==> src/logic/ceh_pkg.sv <==
package ceh_pkg;
  // ==========================================================
  // Error bit positions
  localparam int ERR_W = 7;
  localparam int BIT_TMO_COR = 0;
  localparam int BIT_TMO_UNC = 1;
  localparam int BIT_CABORT = 2;
  localparam int BIT_UNEXP = 3;
  localparam int BIT_UR_POST = 4;
  localparam int BIT_UR_NP = 5;
  localparam int BIT_LOG_HDR = 6;
  localparam int HDR_W = 128;
  localparam int DW_W = 32;
  localparam int MGMT_AW = 12;
  // ==========================================================
  // Management (header log) word addresses
  localparam logic [11:0] ADDR_HDR_LOG0 = 12'h81C;
  localparam logic [11:0] ADDR_HDR_LOG1 = 12'h820;
  localparam logic [11:0] ADDR_HDR_LOG2 = 12'h824;
  localparam logic [11:0] ADDR_HDR_LOG3 = 12'h828;
  // ==========================================================
  // Variant codes
  localparam logic [1:0] VAR_SOFT_X1 = 2'h0;
  localparam logic [1:0] VAR_SOFT_X4 = 2'h1;
  localparam logic [1:0] VAR_SOFT_X8 = 2'h2;
  localparam logic [1:0] VAR_HARD = 2'h3;
  // ==========================================================
  // Application register map (APB byte offsets)
  localparam logic [7:0] APB_CTRL = 8'h00;
  localparam logic [7:0] APB_STATUS = 8'h04;
  localparam logic [7:0] APB_IRQ_STAT = 8'h08;
  localparam logic [7:0] APB_IRQ_MASK = 8'h0C;
  localparam logic [7:0] APB_HDR0 = 8'h10;
  localparam logic [7:0] APB_HDR1 = 8'h14;
  localparam logic [7:0] APB_HDR2 = 8'h18;
  localparam logic [7:0] APB_HDR3 = 8'h1C;
  localparam logic [7:0] APB_ERR = 8'h20;
  // Control bits
  localparam int CTRL_PEND = 0;
  // Interrupt status bits
  localparam int IRQ_DONE = 0;
  localparam int IRQ_LP = 1;
  localparam int IRQ_W = 2;
endpackage

==> src/logic/ceh_if.sv <==
`timescale 1ns/1ps
interface ceh_if;
  import ceh_pkg::*;
  logic [ERR_W-1:0] cplError;
  logic [HDR_W-1:0] errorHeaderDescriptor;
  logic cplPending;
  logic mgmtWrite;
  logic [MGMT_AW-1:0] mgmtAddr;
  logic [DW_W-1:0] mgmtData;
  logic mgmtAck;
  modport dev (
    input cplError,
    input errorHeaderDescriptor,
    input cplPending,
    input mgmtWrite,
    input mgmtAddr,
    input mgmtData,
    output mgmtAck
  );
  modport app (
    output cplError,
    output errorHeaderDescriptor,
    output cplPending,
    output mgmtWrite,
    output mgmtAddr,
    output mgmtData,
    input mgmtAck
  );
endinterface

==> src/logic/ceh_app.sv <==
// The implementer's own choice: the APB register port.
`timescale 1ns/1ps
module ceh_app
  import ceh_pkg::*;
#(
  parameter bit HARD = 1'b0,
  parameter bit AER_EN = 1'b1
) (
  input wire logic clock,
  input wire logic srst,
  input wire logic [7:0] paddr,
  input wire logic psel,
  input wire logic penable,
  input wire logic pwrite,
  input wire logic [31:0] pwdata,
  output logic [31:0] prdata,
  output logic pready,
  output logic pslverr,
  output logic irq,
  ceh_if.app link
);
  typedef enum logic [3:0] {
    ST_IDLE = 4'b0001,
    ST_MGMT = 4'b0010,
    ST_FIRE = 4'b0100,
    ST_DONE = 4'b1000
  } ceh_state_t;

  ceh_state_t state_q, state_d;
  logic [31:0] hdr_q [4];
  logic [31:0] hdr_d [4];
  logic [ERR_W-1:0] errReq_q, errReq_d, cpl_d;
  logic [1:0] word_q, word_d;
  logic pend_q, pend_d;
  logic [IRQ_W-1:0] stat_q, stat_d, mask_q, mask_d;
  logic [31:0] rdata_d;
  logic wr, rd;
  logic rdWait_q, rdWait_d;

  assign wr = psel & penable & pwrite;
  assign rd = psel & penable & ~pwrite;
  // Reads take one wait state, so prdata comes from a flop yet
  // already stands at the edge where pready is sampled high
  assign pready = ~rd | rdWait_q;
  assign pslverr = 1'b0;
  assign irq = |(stat_q & mask_q);

  // ==========================================================
  // Sequencer and registers, next values
  always_comb begin
    state_d = state_q;
    hdr_d = hdr_q;
    errReq_d = errReq_q;
    word_d = word_q;
    pend_d = pend_q;
    mask_d = mask_q;
    stat_d = stat_q;
    cpl_d = '0;
    rdata_d = 32'h0000_0000;
    rdWait_d = rd & ~rdWait_q;
    if (wr) begin
      case (paddr)
        APB_CTRL: pend_d = pwdata[CTRL_PEND];
        APB_IRQ_STAT: stat_d = stat_q & ~pwdata[IRQ_W-1:0];
        APB_IRQ_MASK: mask_d = pwdata[IRQ_W-1:0];
        APB_HDR0: hdr_d[0] = pwdata;
        APB_HDR1: hdr_d[1] = pwdata;
        APB_HDR2: hdr_d[2] = pwdata;
        APB_HDR3: hdr_d[3] = pwdata;
        APB_ERR: begin
          if (state_q == ST_IDLE) begin
            errReq_d = pwdata[ERR_W-1:0];
            word_d = 2'h0;
            // Hard form must load the log before the flag
            if (HARD && pwdata[BIT_LOG_HDR] &&
                |pwdata[BIT_UR_NP:BIT_CABORT]) begin
              state_d = ST_MGMT;
            end else begin
              state_d = ST_FIRE;
            end
          end
        end
        default: ;
      endcase
    end
    if (rd) begin
      case (paddr)
        APB_CTRL: rdata_d = {31'h0, pend_q};
        APB_STATUS: rdata_d = {31'h0, state_q != ST_IDLE};
        APB_IRQ_STAT: rdata_d = {30'h0, stat_q};
        APB_IRQ_MASK: rdata_d = {30'h0, mask_q};
        APB_HDR0: rdata_d = hdr_q[0];
        APB_HDR1: rdata_d = hdr_q[1];
        APB_HDR2: rdata_d = hdr_q[2];
        APB_HDR3: rdata_d = hdr_q[3];
        APB_ERR: rdata_d = {25'h0, errReq_q};
        default: rdata_d = 32'h0000_0000;
      endcase
    end
    case (state_q)
      ST_IDLE: ;
      ST_MGMT: begin
        // Next word only once the device has taken this one
        if (link.mgmtAck) begin
          if (word_q == 2'h3) begin
            state_d = ST_FIRE;
          end
          word_d = word_q + 2'h1;
        end
      end
      ST_FIRE: begin
        cpl_d = errReq_q;
        // Flag only valid beside bits 2..5
        if (!(|errReq_q[BIT_UR_NP:BIT_CABORT])) begin
          cpl_d[BIT_LOG_HDR] = 1'b0;
        end
        state_d = ST_DONE;
      end
      ST_DONE: state_d = ST_IDLE;
      default: state_d = ST_IDLE;
    endcase
    // Set wins over write-one-clear
    if (state_q == ST_DONE) begin
      stat_d[IRQ_DONE] = 1'b1;
    end
  end

  // ==========================================================
  // Registers
  always_ff @(posedge clock) begin
    if (srst) begin
      state_q <= ST_IDLE;
      for (int i = 0; i < 4; i++) begin
        hdr_q[i] <= 32'h0000_0000;
      end
      errReq_q <= '0;
      word_q <= 2'h0;
      pend_q <= 1'b0;
      stat_q <= '0;
      mask_q <= '0;
      prdata <= 32'h0000_0000;
      rdWait_q <= 1'b0;
      link.cplError <= '0;
    end else begin
      state_q <= state_d;
      hdr_q <= hdr_d;
      errReq_q <= errReq_d;
      word_q <= word_d;
      pend_q <= pend_d;
      stat_q <= stat_d;
      mask_q <= mask_d;
      prdata <= rdata_d;
      rdWait_q <= rdWait_d;
      // one-cycle error pulse; R02: flag with bit
      link.cplError <= cpl_d;
    end
  end

  // dword 0 on top, stable; R07: zero without AER
  assign link.errorHeaderDescriptor = (AER_EN && !HARD) ?
    {hdr_q[0], hdr_q[1], hdr_q[2], hdr_q[3]} : '0;
  // pending held by software
  assign link.cplPending = pend_q;
  // four writes 0x81C..0x828 before flag
  assign link.mgmtWrite = (state_q == ST_MGMT);
  assign link.mgmtAddr = (word_q == 2'h0) ? ADDR_HDR_LOG0 :
                         (word_q == 2'h1) ? ADDR_HDR_LOG1 :
                         (word_q == 2'h2) ? ADDR_HDR_LOG2 : ADDR_HDR_LOG3;
  assign link.mgmtData = hdr_q[word_q];
endmodule

==> src/flat_wrapper.sv <==
// flat-port wrapper written by rule: the top's interface ports become plain ports
module ceh_app_flat import ceh_pkg::*;
#(
  parameter bit HARD = 1'b0,
  parameter bit AER_EN = 1'b1
)
  (clock, srst, paddr, psel, penable, pwrite, pwdata, prdata, pready, pslverr, irq, link_cplError, link_errorHeaderDescriptor, link_cplPending, link_mgmtWrite, link_mgmtAddr, link_mgmtData, link_mgmtAck);
  ceh_if link_i ();
  input wire logic clock;
  input wire logic srst;
  input wire logic [7:0] paddr;
  input wire logic psel;
  input wire logic penable;
  input wire logic pwrite;
  input wire logic [31:0] pwdata;
  output logic [31:0] prdata;
  output logic pready;
  output logic pslverr;
  output logic irq;
  output wire logic [$bits(link_i.cplError)-1:0] link_cplError;
  output wire logic [$bits(link_i.errorHeaderDescriptor)-1:0] link_errorHeaderDescriptor;
  output wire logic [$bits(link_i.cplPending)-1:0] link_cplPending;
  output wire logic [$bits(link_i.mgmtWrite)-1:0] link_mgmtWrite;
  output wire logic [$bits(link_i.mgmtAddr)-1:0] link_mgmtAddr;
  output wire logic [$bits(link_i.mgmtData)-1:0] link_mgmtData;
  input wire logic [$bits(link_i.mgmtAck)-1:0] link_mgmtAck;
  assign link_cplError = link_i.cplError;
  assign link_errorHeaderDescriptor = link_i.errorHeaderDescriptor;
  assign link_cplPending = link_i.cplPending;
  assign link_mgmtWrite = link_i.mgmtWrite;
  assign link_mgmtAddr = link_i.mgmtAddr;
  assign link_mgmtData = link_i.mgmtData;
  assign link_i.mgmtAck = link_mgmtAck;
  ceh_app #(.HARD(HARD), .AER_EN(AER_EN)) u_core (.clock(clock), .srst(srst), .paddr(paddr), .psel(psel), .penable(penable), .pwrite(pwrite), .pwdata(pwdata), .prdata(prdata), .pready(pready), .pslverr(pslverr), .irq(irq), .link(link_i));
endmodule
==> config.mk <==
export PLATFORM = sky130hd
export DESIGN_NAME = ceh_app_flat
export DESIGN_NICKNAME = d
export VERILOG_FILES = /design/src/logic/ceh_pkg.sv /design/src/logic/ceh_if.sv /design/src/logic/ceh_app.sv /design/src/flat_wrapper.sv
export SDC_FILE = /design/constraint.sdc
export NUM_CORES = 1
export LEC_CHECK = 0
export BUFFER_PORTS_ARGS = -buffer_cell sky130_fd_sc_hd__buf_4
export CORE_MARGIN = 3
export CORE_UTILIZATION = 55
export CTS_BUF_LIST = sky130_fd_sc_hd__clkbuf_4 sky130_fd_sc_hd__clkbuf_8
export DETAILED_ROUTE_END_ITERATION = 10
export HOLD_SLACK_MARGIN = 0.06
export MAX_ROUTING_LAYER = met4
export PLACE_DENSITY = 0.85
export REMOVE_ABC_BUFFERS = 1
export SLEW_MARGIN = 15
export SYNTH_ARGS = -nofsm -noshare
export SYNTH_HDL_FRONTEND = slang
export SYNTH_SLANG_ARGS = --single-unit
==> constraint.sdc <==
create_clock -name clock -period 3.82 [get_ports clock]
set_input_delay 0.573 -clock clock [delete_from_list [all_inputs] [get_ports clock]]
set_output_delay 0.573 -clock clock [all_outputs]
set_load 0.02 [all_outputs]
==> metrics.md <==
| Metric | Value |
|---|---|
| Slew margin rel. | 34.79% |
| Final min period | just under 3000 ps |
| Hold buffers post-CTS | 0 |
| Post-Syn Area | 8164 um^2 |
| RePlAce Congestion | 0.8932 |
| Fin Clk Skew | around 9.4 ps |
| Final setup violation count | 0 |
| Area after DPL | roughly 10000 um^2 |
| Final WL | 26.86 mm |
| Clock slew at reported path FFs | approximately 90 ps |
| Iter 0 DRT Violations | 978 |
| Fraction of layout cells with a size suffix above 1 | 32.04% |
| Max Freq | ~0.35 GHz |
| DR pass1 iterations | 6 |
| Nets | 1172 |
| Largest area contributor in the netlist | dfxtp_1 |
| HP Class | in -> reg |
| First-pass GRT wire length | 41.31 mm |
| CP max FO | 18 |
| CP max-delay cell | dfxtp_2 |
| Most common cell in the netlist | nand2_1 |
| Synthesized flop and latch total | between 150 and 200 |
| DR WL/cell | 20.41 um |
| Async SR Flop Fraction | 0% |
| IO Count | approximately 260 |
| Static Leak | ~0.0041 uW |
| CP Data Required Time | ~3300 ps |
| Non-filler instance count after layout | 1316 |
| Antenna-violating nets left | 0 |
| Reg2reg start | u_core.state_q[3] |
| Vias in the first global route | 7517 |
| Critical path's largest stage delay | around 800 ps |
| Initial Util | 57.48% |
| Inserted Clock Buffers | 17 |
| Max Cap Viol | 0 |
| Dpl hpwl | approximately 18 mm |
| R2r setup slk | about 1900 ps |
| Critical Path, Cell by Cell | buf_12 > mux4_2 > buf_4 |
| Status | finished, final reports clean |
| Setup WS post-layout | a little over 900 ps |
| # rows | between 40 and 50 |
| Hold path startpoint | link_mgmtAck |
| Worst slack at placement | 872.3 ps |
| Top_reg_cell synth | dfxtp_1 |
| Post-synth top area share | 45.61% |
| Area grow syn2layout | 28.43% |
| H-tree Lvls | 4 |
| Clk_lat worst skew | 500 ps |
| GRT Total Usage | 32.93% |
| Sequential-to-total area share from yosys stat | 45.61% |
| Slew Limit Fails | 0 |
| Fin crit share | 75.82% |
| Type of the worst setup path | reg -> out |
| Hold depth | 2 |
| Data arrival, critical path | 2320 ps |
| Maximum VDD drop | 0.2404 mV |
| Setup crit start kind | flip-flop |
| Die Y | 127.8 um |
| Worst-Margin Slew | 977.1 ps |
| Syn avg cell area | 8.874 um^2 |
| Post-CTS Setup Inserts | 0 |
| R2R depth | 4 |
| Worst R2R End | u_core.errReq_q[4] |
| Die W | 127.8 um |
| Antenna diodes | 0 |
| Synthesized instance count | 920 |
| # fillers | 1082 |
| Hold endpoint | u_core.state_q[1] |
| Synth cell types | 43 |
| CTS tree | done |
| CTS Root Cell | clkbuf_8 |
| CORE AREA | 14200 um^2 |
| Synth top area cells | dfxtp_1, nand2_1, mux4_2 |
| Final hold vios | 0 |
| Port Buffers | 252 |
| Post-route cell area | 10490 um^2 |
| CTS sink cnt | 186 |
| Residual DRC | 0 |
| RSZ-0062 raised after global routing | no |
| Grt ovf | 0 |
| PwrDens | 339.7 nW/um^2 |
| YS warnings | 0 |
| Initial antenna violation count | 0 |
| Placed cell count | 1284 |
| Routed vias/inst | 6.097 |
| Total Die Area | 16340 um^2 |
| Top cells by count, synth | nand2_1, dfxtp_1, a21oi_1 |
| Crit end category | output port |
| Number of flops mapped to enable cells by yosys | 0 |
| Vias | roughly 8000 |
| Clock Path Buffers | 2 |
| Largest net degree at the start of global routing | 88 |
| TNS Setup | 0 ps |
| Post-cts resize count | 0 |
state kept, by name, indices dropped and copies added (netlist names):
| signal | count |
|---|---|
| u_core.link.cplError | 7 |
| u_core.state_q | 4 |
| u_core.word_q | 2 |
| u_core.errReq_q | 7 |
| u_core.prdata | 32 |
| u_core.rdWait_q | 1 |
| u_core.stat_q | 2 |
| u_core.mask_q | 2 |
| u_core.link.cplPending | 1 |
| u_core.link.errorHeaderDescriptor | 128 |
area by class of cell:
class	instances	area (um^2)	share of cell area (%)
Tap cell	180	225.2	2.148
Clock buffer	18	247.7	2.363
Inverter	6	22.52	0.2148
Clock inverter	14	195.2	1.862
Multi-Input combinational cell	647	4066	38.78
Sequential cell	186	3726	35.54
Timing Repair Buffer	265	2002	19.09
cells by family (layout without fill, tap and decap cells):
family / after synthesis / in the layout / synth area share, %
DFF: 186 / 186 / 45.61
buffers and inverters: 94 / 303 / 5.287
adders and majority gates: 3 / 3 / 0.4598
other: 2 / 9 / 0.09199
and+or+nand+nor: 358 / 358 / 18.65
AOI/OAI and AO/OA: 201 / 201 / 14.96
muxes: 76 / 76 / 14.94
cell usage in the layout (no fill, tap or decap), types with 3 or more instances in the layout:
master and count:
mux4_2 35, bufinv_16 4, dfxtp_1 184, ha_1 3, clkinvlp_4 4, a222oi_1 4
a22o_1 17, inv_1 6, mux2i_1 24, nand3_1 9, a21oi_1 134, and2_1 9
conb_1 9, nor2_1 41, and3_1 3, clkbuf_8 18, o2bb2ai_1 14, nand4_1 5
nand2_1 262, buf_4 264, mux2_2 17, nor3_1 3, a22oi_1 27
through the flow:
stage | hold slack (ps) | total power [uW] | util, %
floorplan | 439.9 | 2020 | -
global placement | 460.8 | 2142 | 70.70
detailed placement | 469.6 | 2143 | 70.70
CTS | 288.6 | 3558 | 73.82
global route | 303.4 | 3643 | 73.82
finish | 306.8 | 3561 | 73.82
report_power, final:
group          leakage [uW]  switching [uW]  internal, uW
clock              0.000212             726           732
sequential          0.00150           0.694          1940
combinational       0.00244             114          51.3
total               0.00415             841          2720
worst max-delay path by stage:
stage	depth (start not counted)	endpoint	from
after floorplan	3	link_mgmtAddr[2]	u_core.word_q[0]
after global placement	5	u_core.link.errorHeaderDescriptor[42]	paddr[3]
final	3	link_mgmtData[24]	u_core.word_q[0]
after CTS	3	link_mgmtData[8]	u_core.word_q[0]
after detailed placement	5	u_core.link.errorHeaderDescriptor[45]	paddr[3]
after global routing	3	link_mgmtData[24]	u_core.word_q[0]
critical path: cells and delay by family (launching register included):
| family | cells | cell delay [ps] |
|---|---|---|
| buffers and inverters | 2 | 470 |
| DFF | 1 | 800 |
| muxes | 1 | 550 |
routing by layer:
metal  vias up  track usage (%)  routed length, um  part of all wire (%)
met2       506            51.26              12850                    48
li1       3581                -                  -                     -
met3        63            7.042               2923                    11
met4         0            12.98                666                   2.5
met1      3873            42.19              10420                    39
met5         -                -                  0                     0
(Power assumes the default switching activity.)
